===== src/fbs_defs.svh =====
// Purpose: Constants for the fieldbus master status flag block.
// Assumes: 64 node addresses, 16-bit event counters.
// Notes: Widths and sizes only; the package holds the types.
//
// Contract
// - Main state reported as exactly operate or stop.
// - Duplicate check flag active until another node is seen.
// - Duplicate address seen stops check and sets found flag.
// - Host-not-ready set while host has not declared itself operative.
// - Bus event flag set on first CAN error, never cleared.
// - A CAN error counts in the bus-off or warning-limit counter only while that condition is flagged.
// - Fatal flag set when severe bus error stops all communication.
// - Non-exchange flag set while a configured node is not exchanging.
// - Auto-clear flag set when all nodes stopped in auto-clear end.
// - Control error flag set on own parameterization error.
// - Configured but absent node gets its no-response flag.
// - Emergency buffer per node; overflow sets node overflow flag.
// - Profile or device type mismatch sets parameterization fault.
// - Produced or consumed size mismatch sets configuration fault.
// - Node needing UCMM gets its UCMM support flag.
// - Node configured deactivated gets its deactivated flag.
// - Faulty station address and error code reported together.
// - Bus error counter and rejected telegram counter kept.
`ifndef FBS_DEFS_SVH
`define FBS_DEFS_SVH
`define FBS_NODES 64
`define FBS_ADDR_W 6
`define FBS_CNT_W 16
`define FBS_CODE_W 8
`define FBS_EMCY_DEPTH 4
`define FBS_EMCY_W 3
`define FBS_ID_W 32
`define FBS_SIZE_W 16
`endif


===== src/fbs_pkg.sv =====
// Purpose: Types for the fieldbus master status flag block.
// Assumes: fbs_defs.svh is included first.
// Notes: None.
`include "fbs_defs.svh"
package fbs_pkg;
    typedef enum logic {FBS_STOP, FBS_OPERATE} fbs_main_t;
    typedef enum logic [1:0] {FBS_DUP_IDLE, FBS_DUP_RUN,
                              FBS_DUP_DONE, FBS_DUP_FAIL} fbs_dup_t;
    typedef struct packed {
        fbs_main_t main_state;
        fbs_dup_t dup;
        logic bus_event_seen;
        logic fatal_bus_error;
        logic auto_clear_stop;
        logic ctrl_error;
        logic node_not_exchanging;
        logic host_not_ready;
        logic [`FBS_CNT_W-1:0] bus_off_cnt;
        logic [`FBS_CNT_W-1:0] warn_cnt;
        logic [`FBS_CNT_W-1:0] bus_err_cnt;
        logic [`FBS_CNT_W-1:0] reject_cnt;
        logic [`FBS_ADDR_W-1:0] err_addr;
        logic [`FBS_CODE_W-1:0] err_code;
        logic [`FBS_NODES-1:0] no_resp;
        logic [`FBS_NODES-1:0] emcy_ovf;
        logic [`FBS_NODES-1:0] param_fault;
        logic [`FBS_NODES-1:0] cfg_fault;
        logic [`FBS_NODES-1:0] ucmm;
        logic [`FBS_NODES-1:0] deact;
        logic [`FBS_NODES-1:0] diag;
        logic [`FBS_NODES*`FBS_EMCY_W-1:0] emcy_fill;
    } fbs_state_t;
endpackage : fbs_pkg


===== src/fbs_status.sv =====
// Purpose: Global state field and per-node diagnostic flags of the master.
// Assumes: All inputs except arst_n are synchronous to ref_clk and come from the
//          master's own protocol logic.
// Notes: Every output is a register or, for operate and the dup flags, a decode of one; nothing the host reads changes state.
`timescale 1ns/10ps
`include "fbs_defs.svh"
module fbs_status (
    input wire logic ref_clk,
    input wire logic arst_n,
    input wire logic run_req,
    input wire logic dup_check_start,
    input wire logic dup_node_seen,
    input wire logic dup_same_addr,
    input wire logic host_operative,
    input wire logic can_error,
    input wire logic can_bus_off,
    input wire logic can_warn_limit,
    input wire logic telegram_rejected,
    input wire logic severe_bus_error,
    input wire logic auto_clear_end,
    input wire logic param_error,
    input wire logic err_valid,
    input wire logic [`FBS_ADDR_W-1:0] err_node,
    input wire logic [`FBS_CODE_W-1:0] err_code_in,
    input wire logic [`FBS_NODES-1:0] cfg_nodes,
    input wire logic [`FBS_NODES-1:0] cfg_deact,
    input wire logic [`FBS_NODES-1:0] present_nodes,
    input wire logic [`FBS_NODES-1:0] exchanging_nodes,
    input wire logic [`FBS_NODES-1:0] ucmm_required,
    input wire logic chk_valid,
    input wire logic [`FBS_ADDR_W-1:0] chk_node,
    input wire logic [`FBS_ID_W-1:0] chk_cfg_id,
    input wire logic [`FBS_ID_W-1:0] chk_act_id,
    input wire logic [`FBS_SIZE_W-1:0] chk_cfg_size,
    input wire logic [`FBS_SIZE_W-1:0] chk_act_size,
    input wire logic emcy_push,
    input wire logic emcy_pop,
    input wire logic [`FBS_ADDR_W-1:0] emcy_node,
    output logic operate,
    output logic dup_check_active,
    output logic dup_address_found,
    output logic host_not_ready,
    output logic bus_event_seen,
    output logic fatal_bus_error,
    output logic node_not_exchanging,
    output logic auto_clear_stop,
    output logic ctrl_error,
    output logic [`FBS_CNT_W-1:0] bus_off_cnt,
    output logic [`FBS_CNT_W-1:0] warn_cnt,
    output logic [`FBS_CNT_W-1:0] bus_err_cnt,
    output logic [`FBS_CNT_W-1:0] reject_cnt,
    output logic [`FBS_ADDR_W-1:0] err_addr,
    output logic [`FBS_CODE_W-1:0] err_code,
    output logic [`FBS_NODES-1:0] no_resp,
    output logic [`FBS_NODES-1:0] emcy_ovf,
    output logic [`FBS_NODES-1:0] param_fault,
    output logic [`FBS_NODES-1:0] cfg_fault,
    output logic [`FBS_NODES-1:0] ucmm,
    output logic [`FBS_NODES-1:0] deact,
    output logic [`FBS_NODES-1:0] param_nodes,
    output logic [`FBS_NODES-1:0] active_nodes,
    output logic [`FBS_NODES-1:0] diag_nodes
);

    ////////////////////////////////////////////////////////////////////////
    fbs_pkg::fbs_state_t st;
    fbs_pkg::fbs_state_t next_st;
    logic [`FBS_NODES-1:0] next_active;
    logic [`FBS_NODES-1:0] next_param;

    function automatic logic [`FBS_CNT_W-1:0] sat_inc(
        input logic [`FBS_CNT_W-1:0] v);
        // Counters saturate so a long error burst never wraps to zero.
        sat_inc = (&v) ? v : v + `FBS_CNT_W'(1);
    endfunction : sat_inc

    ////////////////////////////////////////////////////////////////////////
    always_comb begin
        logic [`FBS_EMCY_W-1:0] fill;
        fill = '0;
        next_st = st;
        next_st.main_state = run_req ? fbs_pkg::FBS_OPERATE
                                     : fbs_pkg::FBS_STOP;
        unique case (st.dup)
            fbs_pkg::FBS_DUP_IDLE: begin
                if (dup_check_start) begin
                    next_st.dup = fbs_pkg::FBS_DUP_RUN;
                end
            end
            fbs_pkg::FBS_DUP_RUN: begin
                if (dup_same_addr) begin
                    next_st.dup = fbs_pkg::FBS_DUP_FAIL;
                end else if (dup_node_seen) begin
                    next_st.dup = fbs_pkg::FBS_DUP_DONE;
                end
            end
            fbs_pkg::FBS_DUP_DONE: begin
                if (dup_check_start) begin
                    next_st.dup = fbs_pkg::FBS_DUP_RUN;
                end
            end
            fbs_pkg::FBS_DUP_FAIL: begin
                next_st.dup = fbs_pkg::FBS_DUP_FAIL;
            end
        endcase
        next_st.host_not_ready = !host_operative;
        if (can_error) begin
            next_st.bus_event_seen = 1'b1;
            next_st.bus_err_cnt = sat_inc(st.bus_err_cnt);
        end
        if (can_error && can_bus_off) begin
            next_st.bus_off_cnt = sat_inc(st.bus_off_cnt);
        end
        if (can_error && can_warn_limit) begin
            next_st.warn_cnt = sat_inc(st.warn_cnt);
        end
        if (telegram_rejected) begin
            next_st.reject_cnt = sat_inc(st.reject_cnt);
        end
        if (severe_bus_error) begin
            next_st.fatal_bus_error = 1'b1;
        end
        next_st.node_not_exchanging =
            |(cfg_nodes & ~cfg_deact & ~exchanging_nodes);
        if (auto_clear_end) begin
            next_st.auto_clear_stop = 1'b1;
        end
        if (param_error) begin
            next_st.ctrl_error = 1'b1;
        end
        if (err_valid) begin
            next_st.err_addr = err_node;
            next_st.err_code = err_code_in;
        end
        next_st.no_resp = cfg_nodes & ~cfg_deact & ~present_nodes;
        next_st.ucmm = cfg_nodes & ucmm_required;
        next_st.deact = cfg_nodes & cfg_deact;
        if (chk_valid) begin
            next_st.param_fault[chk_node] =
                (chk_cfg_id != chk_act_id);
            next_st.cfg_fault[chk_node] =
                (chk_cfg_size != chk_act_size);
        end
        // Fill level per node; a push without a pop into a full buffer is the overflow.
        if (emcy_push || emcy_pop) begin
            fill = st.emcy_fill[emcy_node*`FBS_EMCY_W +: `FBS_EMCY_W];
            if (emcy_push && !emcy_pop) begin
                if (fill == `FBS_EMCY_W'(`FBS_EMCY_DEPTH)) begin
                    next_st.emcy_ovf[emcy_node] = 1'b1;
                end else begin
                    fill = fill + `FBS_EMCY_W'(1);
                end
            end else if (!emcy_push && fill != '0) begin
                fill = fill - `FBS_EMCY_W'(1);
            end
            next_st.emcy_fill[emcy_node*`FBS_EMCY_W +: `FBS_EMCY_W] = fill;
        end
        next_st.diag = next_st.no_resp | next_st.emcy_ovf
                     | next_st.param_fault | next_st.cfg_fault;
        next_param = cfg_nodes;
        next_active = cfg_nodes & ~cfg_deact;
    end

    ////////////////////////////////////////////////////////////////////////
    // Reading the outputs is passive; no flag is cleared by the host.
    always_ff @(posedge ref_clk or negedge arst_n) begin
        if (!arst_n) begin
            st <= '0;
            st.host_not_ready <= 1'b1;
            param_nodes <= '0;
            active_nodes <= '0;
        end else begin
            st <= next_st;
            param_nodes <= next_param;
            active_nodes <= next_active;
        end
    end

    assign operate = (st.main_state == fbs_pkg::FBS_OPERATE);
    assign dup_check_active = (st.dup == fbs_pkg::FBS_DUP_RUN);
    assign dup_address_found = (st.dup == fbs_pkg::FBS_DUP_FAIL);
    assign host_not_ready = st.host_not_ready;
    assign bus_event_seen = st.bus_event_seen;
    assign fatal_bus_error = st.fatal_bus_error;
    assign node_not_exchanging = st.node_not_exchanging;
    assign auto_clear_stop = st.auto_clear_stop;
    assign ctrl_error = st.ctrl_error;
    assign bus_off_cnt = st.bus_off_cnt;
    assign warn_cnt = st.warn_cnt;
    assign bus_err_cnt = st.bus_err_cnt;
    assign reject_cnt = st.reject_cnt;
    assign err_addr = st.err_addr;
    assign err_code = st.err_code;
    assign no_resp = st.no_resp;
    assign emcy_ovf = st.emcy_ovf;
    assign param_fault = st.param_fault;
    assign cfg_fault = st.cfg_fault;
    assign ucmm = st.ucmm;
    assign deact = st.deact;
    assign diag_nodes = st.diag;

    ////////////////////////////////////////////////////////////////////////
    property p_event_sticky;
        @(posedge ref_clk) disable iff (!arst_n)
        bus_event_seen |=> bus_event_seen;
    endproperty
    a_event_sticky: assert property (p_event_sticky)
        else $error("bus event flag cleared");

    property p_event_set;
        @(posedge ref_clk) disable iff (!arst_n)
        can_error |=> bus_event_seen && $changed(bus_err_cnt) || &bus_err_cnt;
    endproperty
    a_event_set: assert property (p_event_set)
        else $error("can error not recorded");

    property p_dup_fail;
        @(posedge ref_clk) disable iff (!arst_n)
        dup_check_active && dup_same_addr
            |=> dup_address_found && !dup_check_active;
    endproperty
    a_dup_fail: assert property (p_dup_fail)
        else $error("duplicate address not flagged");

    property p_dup_done;
        @(posedge ref_clk) disable iff (!arst_n)
        dup_check_active && dup_node_seen && !dup_same_addr
            |=> !dup_check_active && !dup_address_found;
    endproperty
    a_dup_done: assert property (p_dup_done)
        else $error("duplicate check did not end");

    property p_host;
        @(posedge ref_clk) disable iff (!arst_n)
        !host_operative |=> host_not_ready;
    endproperty
    a_host: assert property (p_host)
        else $error("host not ready flag missing");

    property p_fatal;
        @(posedge ref_clk) disable iff (!arst_n)
        severe_bus_error |=> fatal_bus_error [*2];
    endproperty
    a_fatal: assert property (p_fatal)
        else $error("fatal flag not held");

    property p_auto_clear_stop;
        @(posedge ref_clk) disable iff (!arst_n)
        auto_clear_end |=> auto_clear_stop;
    endproperty
    a_auto_clear_stop: assert property (p_auto_clear_stop)
        else $error("auto clear flag missing");

    property p_ctrl;
        @(posedge ref_clk) disable iff (!arst_n)
        param_error |=> ctrl_error;
    endproperty
    a_ctrl: assert property (p_ctrl)
        else $error("control error flag missing");

    property p_node_not_exchanging;
        @(posedge ref_clk) disable iff (!arst_n)
        |(cfg_nodes & ~cfg_deact & ~exchanging_nodes) |=> node_not_exchanging;
    endproperty
    a_node_not_exchanging: assert property (p_node_not_exchanging)
        else $error("non exchange flag missing");

    property p_cfg;
        @(posedge ref_clk) disable iff (!arst_n)
        chk_valid && chk_cfg_size != chk_act_size
            |=> cfg_fault[$past(chk_node)];
    endproperty
    a_cfg: assert property (p_cfg)
        else $error("configuration fault missing");

    property p_main;
        @(posedge ref_clk) disable iff (!arst_n)
        run_req |=> operate;
    endproperty
    a_main: assert property (p_main)
        else $error("operate state not reported");

    property p_param;
        @(posedge ref_clk) disable iff (!arst_n)
        chk_valid && chk_cfg_id != chk_act_id
            |=> param_fault[$past(chk_node)];
    endproperty
    a_param: assert property (p_param)
        else $error("parameterization fault missing");

    property p_ovf_sticky;
        @(posedge ref_clk) disable iff (!arst_n)
        1'b1 |=> (emcy_ovf & $past(emcy_ovf)) == $past(emcy_ovf);
    endproperty
    a_ovf_sticky: assert property (p_ovf_sticky)
        else $error("overflow flag cleared");

    property p_ucmm;
        @(posedge ref_clk) disable iff (!arst_n)
        |(cfg_nodes & ucmm_required) |=> |ucmm;
    endproperty
    a_ucmm: assert property (p_ucmm)
        else $error("ucmm support flag missing");

    property p_deact;
        @(posedge ref_clk) disable iff (!arst_n)
        |(cfg_nodes & cfg_deact) |=> |deact;
    endproperty
    a_deact: assert property (p_deact)
        else $error("deactivated flag missing");

    property p_no_resp;
        @(posedge ref_clk) disable iff (!arst_n)
        |(cfg_nodes & ~cfg_deact & ~present_nodes) |=> |no_resp;
    endproperty
    a_no_resp: assert property (p_no_resp)
        else $error("no response flag missing");

    property p_diag;
        @(posedge ref_clk) disable iff (!arst_n)
        |emcy_ovf |-> |diag_nodes;
    endproperty
    a_diag: assert property (p_diag)
        else $error("diagnostic bitmap missing a node");

endmodule : fbs_status


===== config.mk =====
export PLATFORM = sky130hd
export DESIGN_NAME = fbs_status
export DESIGN_NICKNAME = d
export VERILOG_FILES = /design/src/fbs_pkg.sv /design/src/fbs_status.sv
export VERILOG_INCLUDE_DIRS = /design/src
export SDC_FILE = /design/constraint.sdc
export NUM_CORES = 1
export LEC_CHECK = 0
export BUFFER_PORTS_ARGS = -buffer_cell sky130_fd_sc_hd__buf_2
export CAP_MARGIN = 0
export CORE_AREA = 2 2 437 439
export CTS_BUF_LIST = sky130_fd_sc_hd__clkbuf_8
export DETAILED_ROUTE_END_ITERATION = 7
export DIE_AREA = 0 0 439 441
export HOLD_SLACK_MARGIN = 0.12
export PLACE_DENSITY = 0.43
export SYNTH_ARGS = -nofsm -noshare
export SYNTH_HDL_FRONTEND = slang
export SYNTH_SLANG_ARGS = --single-unit
export TNS_END_PERCENT = 50

===== constraint.sdc =====
create_clock -name ref_clk -period 6.4 [get_ports ref_clk]
set_clock_uncertainty 0.1 [all_clocks]
set_input_delay 0.32 -clock ref_clk [delete_from_list [all_inputs] [get_ports ref_clk]]
set_output_delay 0.32 -clock ref_clk [all_outputs]
set_load 0.005 [all_outputs]

; ---- Word-level counts from Yosys, hierarchy flattened
; Index checks and enable logic that the tools add are counted.
[classes]
addsub = 7
mul = 1
order_cmp = 4
eq_ne = 8
shift = 3
n_mux = 20
bitwise_logic = 16
n_reduce_logical = 23
[op_table]
columns = op, count
row1 = 64-bit AND, 5
row2 = 64-bit OR, 4
row3 = 192-bit bitwise mux, 1
row4 = 64-bit two-way mux, 3
row5 = 64-bit inverter, 3
row6 = 3-bit by 34-bit variable shift with 192-bit output (first input constant), 1
row7 = 192-bit by 9-bit indexed part select with 3-bit output, 1
row8 = 3-bit by 34-bit indexed part select with 192-bit output, 1
row9 = 64-bit bitwise mux, 2
row10 = 128-bit two-way mux, 1
row11 = 16-bit by 1-bit adder with 16-bit output (second input constant), 4
row12 = 16-bit AND reduction, 4
row13 = 64-bit OR reduction, 1
row14 = 8-bit negation with 34-bit output, 1
row15 = 32-bit != test, 1
row16 = 16-bit != test, 1
row17 = 6-bit by 7-bit less-than comparator with 1-bit output (second input constant), 2
row18 = 1-bit demux with 6-bit select, 2
row19 = 6-bit by 1-bit >= comparator with 1-bit output (second input constant), 2
row20 = 3-bit two-way mux, 4
row21 = 2-bit AND reduction, 5
row22 = 6-bit by 2-bit multiplier with 8-bit output (second input constant), 1
row23 = 1-bit logical AND, 6
row24 = 2-bit two-way mux, 3
row25 = other kinds (15), 23
[totals]
register_bits = 855
input_bits = 460
wordCells = 106

; ---- Longest topological paths before layout
; Gate-level depths: netlist (run 1).
[logic_depth]
depth_word = 11
mapped_depth = 19
ltp_nobuf = 14

; ---- Least setup slack after synthesis (run 1)
; No wires, ideal clock.
[synth_path]
kind = input to register
start = input emcy_node[0]
end = register st[137] in the netlist's numbering
setup_ps = 125
arrival_time_ps = 3408
slack_ps = 2767
stages = 18
n_path_buf = 4
path_cell_list = buf_6 > buf_6 > buf_4 > mux4_2 > a221oi_1 > nor2_1 > a221oi_2 > nand3_1 > inv_1 > ha_1 > ha_1 > nor2_1 > nand2_1 > nand3_1 > a32oi_2 > buf_2 > nor2_1 > mux2_2
[synth_via]
elab_chain_len = 9
elab_cells_between_ends = 15
classes_between = add/sub: 3 / mul: 1 / eq/ne: 1 / shift: 3 / mux: 5 / reduce/logical: 2
[synth_rtl]
columns = item, line_no
row1 = "start, declared", fbs_status.sv:38  ; input wire logic [`FBS_ADDR_W-1:0] emcy_node,
row2 = 6-bit by 2-bit multiplier with 8-bit output (no source line) (*), --
row3 = "parallel branches: the longest is 7 deep, another holds 3-bit by 1-bit subtractor with 3-bit output", --
row4 = 192-bit bitwise mux (*), fbs_status.sv:156  ; next_st.emcy_fill[emcy_node*`FBS_EMCY_W +: `FBS_EMCY_W] = fill;
row5 = "end signal, assigned", fbs_status.sv:173  ; st <= next_st;
row6 = "end, declared", fbs_status.sv:66  ; fbs_pkg::fbs_state_t st;
; Every way passes the cells marked *. The select of a mux whose other input is x is not followed.
; A chain may end at the register's enable or synchronous reset.

==> results of run 1 <==
==> layout make-up <==
type / count / area [um^2] / share of cell area
Antenna cell: 10 / 25.0 / 0.000483
Inverter: 79 / 297 / 0.00572
Clock buffer: 193 / 2660 / 0.0512
Clock inverter: 92 / 551 / 0.0106
Multi-Input combinational cell: 1717 / 11000 / 0.212
Tap cell: 2511 / 3140 / 0.0606
Timing Repair Buffer: 1840 / 12800 / 0.246
Sequential cell: 855 / 21400 / 0.413
==> synth_stat cells, types with 4 or more instances <==
library cell    n  area, um^2
dfrtp_1       854       21400
buf_4         530        3980
nand2_1       301        1130
nor2_1        268        1010
and2_1        137         857
mux2_2        106        1190
xnor2_1        95         832
o21ai_0        91         455
inv_1          77         289
nand2b_1       72         450
a21o_1         67         503
or4_1          65         488
nand3_1        52         260
a22o_1         48         420
mux2i_1        43         430
a21oi_1        42         210
clkbuf_1       39         146
o21ai_1        38         190
o22ai_1        34         213
nand4_1        29         181
a31oi_1        27         169
mux4_2         22         495
xor2_1         18         158
and3_1         17         106
nor3_1         17        85.1
a22oi_1        16         120
buf_2          16        80.1
or2_2          16         100
ha_1           12         150
or3_1          10        62.6
buf_6           9         101
nor2b_1         8        50.1
nor3b_1         7        52.6
nor4_1          7        43.8
buf_1           6        22.5
a221oi_1        4        35.0
and4_1          4        35.0
==> cell families (layout without fill, tap and decap cells) <==
| logic type | count (synthesis) | in the layout | synth area share |
|---|---|---|---|
| simple gates | 1025 | 1025 | 0.137 |
| flops | 855 | 855 | 0.580 |
| buf+inv | 679 | 2204 | 0.125 |
| compound gates | 395 | 395 | 0.0697 |
| mux | 172 | 172 | 0.0577 |
| xor+xnor | 113 | 113 | 0.0268 |
| fa+ha+maj | 12 | 12 | 0.00407 |
| other cells | 0 | 10 | 0 |
==> registers in the layout, summed over array words and instances (netlist names), 64 cells and up <==
| name | count |
|---|---|
| st | 194 |
| active_nodes | 64 |
| cfg_fault | 64 |
| deact | 64 |
| diag_nodes | 64 |
| emcy_ovf | 64 |
| no_resp | 64 |
| param_fault | 64 |
| param_nodes | 64 |
| ucmm | 64 |
==> layer usage <==
layer	up-vias	global-route usage	part of all wire
li1	13301	-	-
met1	15150	0.220	0.40
met2	1184	0.311	0.49
met3	313	0.0446	0.061
met4	16	0.0856	0.048
met5	-	0	0.00057
==> worst max-delay path: cells and delay by family <==
kind | cells | cell delay, ns
compound gates | 3 | 0.81
fa+ha+maj | 2 | 0.36
buf+inv | 6 | 2.31
simple gates | 7 | 1.61
==> worst max path at each step <==
stage	endpoint	slack [ns]	depth (start not counted)	start
after detailed placement	st[137]$_DFFE_PN0P_	1.31	15	emcy_node[0]
after global routing	diag_nodes[15]$_DFF_PN0_	1.50	18	emcy_node[3]
after CTS	diag_nodes[15]$_DFF_PN0_	1.72	18	emcy_node[3]
final	diag_nodes[15]$_DFF_PN0_	1.68	18	emcy_node[3]
after global placement	st[137]$_DFFE_PN0P_	1.31	16	emcy_node[0]
after floorplan	st[137]$_DFFE_PN0P_	2.77	18	emcy_node[0]
==> stage by stage <==
step / util / cell area, um^2
6_report: 0.274 / 51800
5_1_grt: 0.274 / 51800
4_1_cts: 0.274 / 51800
3_5_place_dp: 0.221 / 41900
3_3_place_gp: 0.221 / 41900
2_1_floorplan: - / 36900
==> report_power, final <==
part / internal [W] / switching [W] / total, W
combinational: 0.00112 / 0.00142 / 0.00253
clock: 0.00284 / 0.00259 / 0.00542
sequential: 0.00596 / 0.000356 / 0.00631
total: 0.00991 / 0.00436 / 0.0143
==> results.md, run 1 <==
- At the end of routability-driven placement, the weighted congestion stood at 0.939.
- STA puts the critical path data required time at 7.13 ns.
- Clock-pin slew was measured on the worst setup and hold paths at 0.06 ns.
- Post-CTS timing repair inserted 0 buffers for setup.
- The initial utilization of the core area, before any placement, comes to 0.195.
- Dividing the detail-routed wire length by the instance count gives 25.4 um.
- The largest single stage delay on the critical path is 0.61 ns.
- The wire-length estimate of the detail-placed layout is 142,000 um.
- The run finished with clean final reports.
- The power per cell area is 275 nW/um^2.
- The setup slack of the critical path after layout is 1.68 ns.
- The TritonCTS clock tree is done.
- The dominant synthesized flop cell is dfrtp_1.
- Prior to clock tree synthesis, the placed netlist has a worst setup slack of 1.31 ns.
- The worst min-delay path category is input pin to register.
- The post-synthesis instance area is 36,900 um^2.
- The final wirelength is 185,000 um.
- The height of the die is 441 um.
- At the later pin of the worst-skew pair, clock insertion delay measures 0.92 ns.
- Counting flops with an async set or reset pin after synthesis yields a share of 1.00.
- The count of fill cells added during filler insertion is 19,995.
- The worst slew margin relative to its limit is 0.125.
- The area growth from synthesis to layout is 40.4%.
- The period utilization is 0.738.
- The synthesized design contains 0 enable-type register cells.
- The worst hold path stage count is 3.
- The via count of the first global-routing pass is 30,308.
- The worst setup path is launched from an input pin.
- The Yosys step of the flow raised 0 warnings.
- Measured in cells, the most critical reg-to-reg path has a length of 15.
- The critical setup path kind is input pin to register.
- The count of final max-slew check failures came to 0.
- After layout, the minimum clock period comes to 4.72 ns.
- Buffers inserted during clock tree synthesis total 162.
- In this run the worst path has a maximum fanout of 19.
- The cell leakage power is 26.0 nW.
- For this run the aggregate overflow at the end of global routing stands at 0.
- The number of sinks handled by clock tree synthesis is 855.
- The worst setup slack for register-to-register paths is 1.89 ns.
- The routed via count divided by cell count is 4.11.
- The total count of hold-check failures in the final report is 0.
- The gate count of the mapped netlist is 3,251.
- The worst hold margin is 0.227 ns.
- The total power after layout is 0.0143 W.
- The most frequent standard cell in the layout excluding fill and tap cells is buf_2.
- The setup TNS is 0 ns.
- The tool flagged a number of max-cap violations equal to 0.
- The number of nets handed over by synthesis was 3,723.
- Of the synthesized area, sequential elements account for 0.580.
- The count of nets left with antenna violations once routing finished came out at 0.
- The core box area is 189,000 um^2.
- The setup violation total in the final timing report is 0.
- The beginning of the worst hold path is present_nodes[13].
- On the critical path, the stage with the largest delay is an instance of dlygate4sd3_1.
- The number of library cell types mapped by synthesis is 72.
- STA classifies the critical path endpoint as a register.
- Derived from the worst setup path, the maximum achievable clock frequency is 0.212 GHz.
- The endpoint identified for the worst register-to-register timing path is diag_nodes[15]$_DFF_PN0_.
- The aggregate global-route resource usage is 0.184.
- The number of top-level pins is 1,123.
- The count of hold buffers inserted by post-cts repair is 671.
- Once placement completed, the tool counted placed cells totaling 6,331.
- Of the cells placed in the final design, the portion with a size suffix greater than 1 is 0.330.
- For the worst setup path, the data arrival time is 5.45 ns.
- The first global-routing pass estimated 249,000 um of wire.
- In this run the number of H-tree levels came out at 4.
- The start of the worst register-to-register path is st[9]$_DFFE_PN0P_.
- The die covers 194,000 um^2.
- The first routing iteration left 1,768 violations.
- The residual DRC count is 0.
- For the pin with the worst max-slew slack, the measured transition is 1.31 ns.
- The signal on the critical path passes through dlygate4sd3_1 > buf_2 > and3b_1 > buf_4 > a221oi_1 > nor2_1 > a221oi_2 > nand3_1 > inv_1 > ha_1 > ha_1 > nand2_1 > or3_1 > dlygate4sd3_1 > nor2_2 > buf_4 > a21o_1 > or4_1.
- The hold-critical path endpoint is no_resp[13]$_DFF_PN0_.
- Setup repair after global routing left no endpoint under its margin.
- The standard-cell row count is 160.
- After the flow finishes, the layout carries non-filler instances totaling 7,297.
- The pre-antenna-repair detailed-routing pass consisted of 5 iterations.
- The number of antenna violations at the first check in global routing is 48.
- The largest net degree at the start of global routing is 147.
- The maximum clock path buffer count is 3.
- In this run the clock root is driven by a clkbuf_8.
- Port buffering added 1,122 buffers.
- The post-layout net count is 5,127.
- The worst IR drop on VDD is 0.000159 V.
- The floorplan step set the die width to 439 um.
- Leaving out fill and tap cells, the most frequent cells in the layout are buf_2, dfrtp_1, dlygate4sd3_1, nand2_1, nor2_1.
- Gates resized during post-CTS repair numbered 0.
- The count of state elements after synthesis is 855.
- Averaged over all synthesized cells, the footprint is 11.4 um^2.
- Summing over every cut layer, the via total after detailed routing is 29,964.
No activity file was read; power rests on OpenSTA's default activity.
==> run 2, diff against run 1 <==
Settings changed: ABC_AREA set to 1, CORE_AREA 2 2 437 439 to 2 2 432 434, DIE_AREA 0 0 439 441 to 0 0 434 436, PLACE_DENSITY 0.43 to 0.44.
Clock period 6.4 ns to 4.56 ns, I/O delays scaled along.
==> results.md, run 2 <==
- The number of routed nets with antenna violations came to 0 (unchanged).
- The number of top-level pins is 1,123 (unchanged).
- The worst IR drop on VDD was 0.000244 V (was 0.000159 V).
- The overflow left after global routing is 0 (unchanged).
- The standard cell with the maximum stage delay on the critical path is buf_4 (was dlygate4sd3_1).
- The net count after synthesis is 4,713 (was 3,723).
- The number of setup buffers added after CTS was 0 (unchanged).
- The share of cells above drive strength 1 is 0.258 (was 0.330).
- The area growth from synthesis to layout is 41.6% (was 40.4%).
- The mean post-synth cell area was 9.04 um^2 (was 11.4 um^2).
- The maximum clock path buffer count is 3 (unchanged).
- The beginning of the worst hold path is cfg_deact[56] (was present_nodes[13]).
- The startpoint of the most critical setup path was chk_cfg_size[15] (was emcy_node[3]).
- Highest-count cells in the layout ignoring fill and taps: buf_2, dfrtp_1, nand2_1, dlygate4sd3_1, inv_1 (was buf_2, dfrtp_1, dlygate4sd3_1, nand2_1, nor2_1).
- The placed cell count is 7,338 (was 6,331).
- The total count of hold-check failures in the final report came to 0 (unchanged).
- Outcome: finished, final reports clean (unchanged).
- The setup TNS is 0 ns (unchanged).
- The largest net degree at the start of global routing was 128 (was 147).
- The count of final max-slew check failures is 0 (unchanged).
- The number of max-cap violations was 0 (unchanged).
- The number of buffers and inverters on the critical path is 8 (was 6).
- The multiplexer share of the synthesized area was 0.00522 (was 0.0577).
- The TritonCTS clock tree is done (unchanged).
- Top cells by count, synth: dfrtp_1, nand2_1, inv_1 (was dfrtp_1, buf_4, nand2_1).
- The clock buffer count from CTS came to 161 (was 162).
- The cell leakage power is 28.2 nW (was 26.0 nW).
- The register clock-pin slew on the reported worst setup and hold paths is 0.06 ns (about the same).
- The height of the die came to 436 um (was 441 um).
- The worst slew margin relative to its limit is 0.147 (was 0.125).
- The largest delay contributor family on the critical path is buffers and inverters (unchanged).
- Most area-consuming cells after synthesis: dfrtp_1, buf_4, nand2_1 (was dfrtp_1, buf_4, mux2_2).
- The compound-gate portion of the synthesized area was 0.0654 (was 0.0697).
- The gate count of the mapped netlist is 4,241 (was 3,251).
- The number of library cell types mapped by synthesis was 46 (was 72).
- The simple logic cell fraction of the synthesized area is 0.181 (was 0.137).
- The post-layout net count is 6,216 (was 5,127).
- The sum of net half-perimeters after detailed placement came to 152,000 um (was 142,000 um).
- The worst setup slack for register-to-register paths was 1.06 ns (was 1.89 ns).
- The width of the die is 434 um (was 439 um).
- The share of Yosys cell area claimed by the top area cell type is 0.558 (was 0.579).
- The period utilization is 0.856.
- The post-synthesis instance area is 38,300 um^2 (was 36,900 um^2).
- The final wirelength is 199,000 um (was 185,000 um).
- The worst min-delay path category is input pin to register (unchanged).
- The floorplan die area was 189,000 um^2 (was 194,000 um^2).
- The dominant combinational cell family by area after synthesis is simple AND/OR/NAND/NOR gates (unchanged).
- The aggregate global-route resource usage is 0.205 (was 0.184).
- The yosys synthesis warning count was 0 (unchanged).
- The number of antenna violations at the first check in global routing is 46 (was 48).
- The maximum single-stage delay on the critical path is 0.65 ns (was 0.61 ns).
- The adder-cell share of the synthesized area is 0.00392 (was 0.00407).
- The number of violations reported at the end of detailed-routing iteration 0 is 1,966 (was 1,768).
- The start of the worst register-to-register path is st[64]$_DFFE_PN0P_ (was st[9]$_DFFE_PN0P_).
- The latest clock arrival within the worst-skew pair is 0.98 ns (was 0.92 ns).
- The data required time of the worst path is 5.28 ns (was 7.13 ns).
- The most instantiated library cell after synthesis is dfrtp_1 (unchanged).
- The fraction of synthesized cell area in xor and xnor cells is 0.0217 (was 0.0268).
- The most frequent standard cell in the layout excluding fill and tap cells is buf_2 (unchanged).
- The actual transition at the worst max-transition pin came to 1.27 ns (was 1.31 ns).
- The number of H-tree branching levels is 4 (unchanged).
- The routed via count divided by cell count came to 4.07 (was 4.11).
- The global-route wire length before repair came to 272,000 um (was 249,000 um).
- The via count of the first global-routing pass came to 35,342 (was 30,308).
- The total power after layout is 0.0220 W (was 0.0143 W).
- The number of flip-flops under the largest register name is 194 (unchanged).
- The register area share after synthesis is 0.558 (was 0.580).
- The initial cell density of the core came to 0.208 (was 0.195).
- The cell type with the largest total area after synthesis is dfrtp_1 (unchanged).
- The critical setup path kind is input pin to register (unchanged).
- The capturing element type of the critical path is a register (unchanged).
- The number of buffers inserted by port buffering was 1,122 (unchanged).
- The critical path launch point type is an input pin (unchanged).
- The count of flip-flops with a built-in enable after synthesis was 0 (unchanged).
- The most flop-heavy register is st (unchanged).
- The critical path arrival is 4.62 ns (was 5.45 ns).
- The core box area came to 185,000 um^2 (was 189,000 um^2).
- The minimum clock period is 3.90 ns.
- The maximum net fanout on the critical path is 45 (was 19).
- The setup violation total in the final timing report was 0 (unchanged).
- The count of instances resized after the clock tree is built is 0 (unchanged).
- The overall via count from detail_route is 33,997 (was 29,964).
- The standard-cell row count came to 158 (was 160).
- The residual DRC count is 0 (unchanged).
- The proportion of register bits with asynchronous set or reset after synthesis is 1.00 (unchanged).
- The count of state elements after synthesis is 855 (unchanged).
- The final weighted congestion in routability-driven placement was 0.958 (was 0.939).
- The length of the first detailed-routing pass in iterations was 8 (was 5).
- The number of sinks handled by clock tree synthesis is 855 (unchanged).
- The highest clock frequency the design can meet is 0.256 GHz.
- The most numerous cell type found on the critical path is dlygate4sd3_1.
- The post-route non-filler standard cell count is 8,360 (was 7,297).
- Setup repair after global routing missed its margin: no (unchanged).
- The dominant synthesized flop cell is dfrtp_1 (unchanged).
- The library cell used as clock root buffer is clkbuf_8 (unchanged).
- The routed length per placed instance came to 23.8 um (was 25.4 um).
- Series of cell instances along the critical path: dlygate4sd3_1 > buf_2 > xnor2_1 > dlygate4sd3_1 > nand4_1 > dlygate4sd3_1 > nor2_1 > dlygate4sd3_1 > nand2_1 > clkinv_2 > buf_4 > nand2_1 > o21ai_0 > inv_1 > nor3_1 > nand2_1 (was dlygate4sd3_1 > buf_2 > and3b_1 > buf_4 > a221oi_1 > nor2_1 > a221oi_2 > nand3_1 > inv_1 > ha_1 > ha_1 > nand2_1 > or3_1 > dlygate4sd3_1 > nor2_2 > buf_4 > a21o_1 > or4_1).
- The power per cell area is 405 nW/um^2 (was 275 nW/um^2).
## run 2: final cells by class
class                   instances  area [um^2]
flip-flops and latches        855        21400
fillers                     19877       130000
multi-input cells            2251        10700
clock buffers                 199         2740
well taps                    2480         3100
clock inverters                83          591
inverters                     544         2040
repair buffers               1931        13700
diodes                         17         42.5
## run 2: through the flow
step	util	cell area, um^2	hold WS (ns)	setup WS [ns]
2_1_floorplan	-	38300	-0.168	1.60
3_3_place_gp	0.236	43600	0.206	0.284
3_5_place_dp	0.236	43600	0.207	0.360
4_1_cts	0.294	54200	0.121	0.752
5_1_grt	0.294	54200	0.172	0.403
6_report	0.294	54300	0.219	0.657
## run 2: per-layer routing
metal / track usage / vias up / routed length (um)
met5: 0 / - / 67
met4: 0.0837 / 10 / 8130
met3: 0.0484 / 325 / 12500
met2: 0.351 / 1313 / 97200
met1: 0.246 / 16573 / 81200
li1: - / 15776 / -
## run 2: worst min-delay path: cells and delay by family
family                 cells  cell delay (ns)
buffers and inverters      2             0.74
AND/OR/NAND/NOR            1             0.17
## run 2: logic make-up (layout without fill, tap and decap cells)
kind of cell / after synthesis / after routing
simple gates: 1674 / 1674
buf+inv: 1135 / 2757
flops: 855 / 855
compound gates: 453 / 453
xor+xnor: 94 / 94
mux: 18 / 18
fa+ha+maj: 12 / 12
other cells: 0 / 17
## run 2: worst paths after layout
check,endpoint,cells past startpoint
min,no_resp[56]$_DFF_PN0_,3
max in group asynchronous,st[147]$_DFFE_PN0P_,4
min in group asynchronous,no_resp[3]$_DFF_PN0_,4
max,diag_nodes[63]$_DFF_PN0_,16
min reg2reg,bus_event_seen$_DFFE_PN0P_,1
max reg2reg,diag_nodes[5]$_DFF_PN0_,18
## run 2: where the power goes
part	internal, W	switching, W
Sequential	0.00873	0.000775
Clock	0.00413	0.00376
Combinational	0.00188	0.00273
Total	0.0147	0.00726
## run 2: what timing repair did
item	in CTS	in global routing
endpoints found under the setup margin	0	0
hold buffers	723	0
hold endpoints to repair	1634	0
==> run 3, diff against run 2 <==
Clock period 4.56 ns to 4.4 ns, I/O delays scaled along.
==> results.md, run 3 (synthesis results as in run 2) <==
- Outcome: finished, violations left (was finished, final reports clean).
- The area growth from synthesis to layout came to 41.9% (was 41.6%).
- The aggregate global-route resource usage is 0.206 (was 0.205).
- The power dissipated by switching net loads was 0.00745 W (was 0.00726 W).
- The critical path launch point type is an input pin (unchanged).
- The largest net degree at the start of global routing came to 111 (was 128).
- The number of flip-flops under the largest register name is 194 (unchanged).
- The width of the die is 434 um (unchanged).
- The routed via count divided by cell count was 4.05 (was 4.07).
- Based on the critical path, the design can be clocked at up to 0.262 GHz.
- The via count of the first global-routing pass is 35,088 (was 35,342).
- The switching part of the total was 0.326 (was 0.330).
- The number of top-level pins is 1,123 (unchanged).
- The initial cell density of the core is 0.208 (unchanged).
- The worst slew margin relative to its limit is 0.185 (was 0.147).
- The detailed-route wire length on metal 1 is 80,500 um (was 81,200 um).
- The clock buffer count from CTS is 162 (was 161).
- The start of the worst register-to-register path is st[64]$_DFFE_PN0P_ (unchanged).
- The endpoint of the worst-slack reg-to-reg timing path was diag_nodes[10]$_DFF_PN0_ (was diag_nodes[5]$_DFF_PN0_).
- The post-layout net count is 6,216 (unchanged).
- The standard-cell row count is 158 (unchanged).
- The share of cells above drive strength 1 came to 0.261 (was 0.258).
- Highest-count cells in the layout ignoring fill and taps: buf_2, dfrtp_1, nand2_1, dlygate4sd3_1, inv_1 (unchanged).
- The cell leakage power is 28.2 nW (about the same).
- The data required time of the worst path is 5.09 ns (was 5.28 ns).
- The number of routed nets with antenna violations is 0 (unchanged).
- The overall via count from detail_route was 33,932 (was 33,997).
- The residual DRC count was 1 (was 0).
- The maximum net fanout on the critical path came to 2 (was 45).
- The library cell used as clock root buffer is clkbuf_8 (unchanged).
- The worst setup slack for register-to-register paths was 0.82 ns (was 1.06 ns).
- The core box area came to 185,000 um^2 (unchanged).
- The number of max-cap violations was 0 (unchanged).
- The actual transition at the worst max-transition pin is 1.21 ns (was 1.27 ns).
- The latest clock arrival within the worst-skew pair came to 0.91 ns (was 0.98 ns).
- The maximum clock path buffer count is 3 (unchanged).
- The cell depth of the worst flop-to-flop path is 18 (unchanged).
- The TritonCTS clock tree is done (unchanged).
- The critical setup path kind is input pin to register (unchanged).
- The hold-critical path endpoint is diag_nodes[25]$_DFF_PN0_ (was no_resp[56]$_DFF_PN0_).
- Setup repair after global routing missed its margin: no (unchanged).
- The number of H-tree branching levels is 4 (unchanged).
- The critical path arrival is 4.52 ns (was 4.62 ns).
- The setup violation total in the final timing report is 0 (unchanged).
- The final wirelength came to 200,000 um (was 199,000 um).
- The height of the die came to 436 um (unchanged).
- The worst hold margin came to 0.229 ns (was 0.219 ns).
- The routed length per placed instance was 23.8 um (about the same).
- The cell-internal power came to 0.0154 W (was 0.0147 W).
- The worst IR drop on VDD is 0.000208 V (was 0.000244 V).
- The topmost layer with routed signal wires is met5 (unchanged).
- The count of final max-slew check failures came to 0 (unchanged).
- The floorplan die area was 189,000 um^2 (unchanged).
- The worst hold path stage count is 9 (was 3).
- The cell area reported after detailed placement is 43,800 um^2 (was 43,600 um^2).
- The total count of hold-check failures in the final report is 0 (unchanged).
- The register clock-pin slew on the reported worst setup and hold paths is 0.06 ns (about the same).
- The most frequent standard cell in the layout excluding fill and tap cells is buf_2 (unchanged).
- The length of the first detailed-routing pass in iterations is 8 (unchanged).
- The area of all placed cells without fillers is 54,400 um^2 (was 54,300 um^2).
- The number of buffers inserted by port buffering is 1,122 (unchanged).
- The global-route wire length before repair is 272,000 um (about the same).
- The met2 wirelength from detailed routing is 97,600 um (was 97,200 um).
- The final weighted congestion in routability-driven placement is 0.936 (was 0.958).
- The capturing element type of the critical path is a register (unchanged).
- The share of total power in the clock network is 0.362 (was 0.358).
- The number of sinks handled by clock tree synthesis is 855 (unchanged).
- The power per cell area is 421 nW/um^2 (was 405 nW/um^2).
- The clock period could shrink to 3.82 ns.
- The number of violations reported at the end of detailed-routing iteration 0 came to 1,956 (was 1,966).
- The setup TNS is 0 ns (unchanged).
- The number of setup buffers added after CTS is 0 (unchanged).
- The period utilization is 0.869.
- The most flop-heavy register was st (unchanged).
- The number of antenna violations at the first check in global routing came to 50 (was 46).
- The sequential fraction of design power is 0.429 (was 0.432).
- The final reports fail on DRC.
- The overflow left after global routing is 0 (unchanged).
- The routed length on met3 was 13,600 um (was 12,500 um).
- The worst min-delay path category is input pin to register (unchanged).
- The beginning of the worst hold path is chk_act_id[22] (was cfg_deact[56]).
- The sum of net half-perimeters after detailed placement came to 153,000 um (was 152,000 um).
- The share of total power in combinational logic is 0.209 (was 0.210).
run 3: cell types whose count changed in the layout (fill, tap and decap cells not counted), sizes merged:
cell	delta
inv	-1
bufinv	+3
buf	+10
diode	+5
dlygate4sd3	-11
clkinv	+6
clkinvlp	-1
run 3: how the worst max path moves through the flow:
stage / from / to / slack, ns
after floorplan: emcy_node[1] / st[59]$_DFFE_PN0P_ / 1.45
after global routing: emcy_node[4] / diag_nodes[6]$_DFF_PN0_ / 0.54
after global placement: emcy_node[2] / diag_nodes[6]$_DFF_PN0_ / 0.02
after CTS: emcy_node[4] / diag_nodes[6]$_DFF_PN0_ / 0.80
final: cfg_deact[59] / node_not_exchanging$_DFF_PN0_ / 0.58
after detailed placement: emcy_node[2] / diag_nodes[18]$_DFF_PN0_ / 0.06
run 3: critical path: stages:
cell,delay [ns]
dlygate4sd3_1,0.52
buf_2,0.10
dlygate4sd3_1,0.57
nor2_1,0.05
dlygate4sd3_1,0.56
inv_1,0.20
o22ai_1,0.10
nor3_1,0.93
nand3_1,0.19
or4_1,0.52
dlygate4sd3_1,0.56
run 3: metrics by stage:
step | std cells | util | total power, W | setup WS (ns)
2_1_floorplan | 4241 | - | 0.0123 | 1.45
3_3_place_gp | 7348 | 0.237 | 0.0142 | 0.0165
3_5_place_dp | 7348 | 0.237 | 0.0142 | 0.0598
4_1_cts | 8349 | 0.294 | 0.0233 | 0.798
5_1_grt | 8359 | 0.294 | 0.0241 | 0.538
6_report | 8371 | 0.294 | 0.0229 | 0.576
run 3: what timing repair did:
action | in CTS | in global routing
gates resized for setup | 0 | 0
hold buffers | 712 | 0
hold endpoints to repair | 1645 | 0
run 3: area by class of cell:
type | instances | area, um^2
Antenna cell | 22 | 55.1
Clock buffer | 199 | 2740
Clock inverter | 90 | 658
Fill cell | 19729 | 130000
Inverter | 544 | 2040
Multi-Input combinational cell | 2251 | 10700
Sequential cell | 855 | 21400
Tap cell | 2480 | 3100
Timing Repair Buffer | 1930 | 13700
run 3: layer usage:
layer  GRT usage  vias to the layer above
li1            -                    15802
met2       0.354                     1267
met3      0.0502                      325
met1       0.246                    16532
met5           0                        -
met4      0.0783                        6
run 3: power by group through the flow:
stage	Combinational (W)	Sequential [W]	Clock [W]
after floorplan	0.00264	0.00967	0
after global placement	0.00425	0.00996	0
after detailed placement	0.00427	0.00995	0
after CTS	0.00484	0.00983	0.00859
after global routing	0.00525	0.00997	0.00893
final	0.00478	0.00983	0.00828
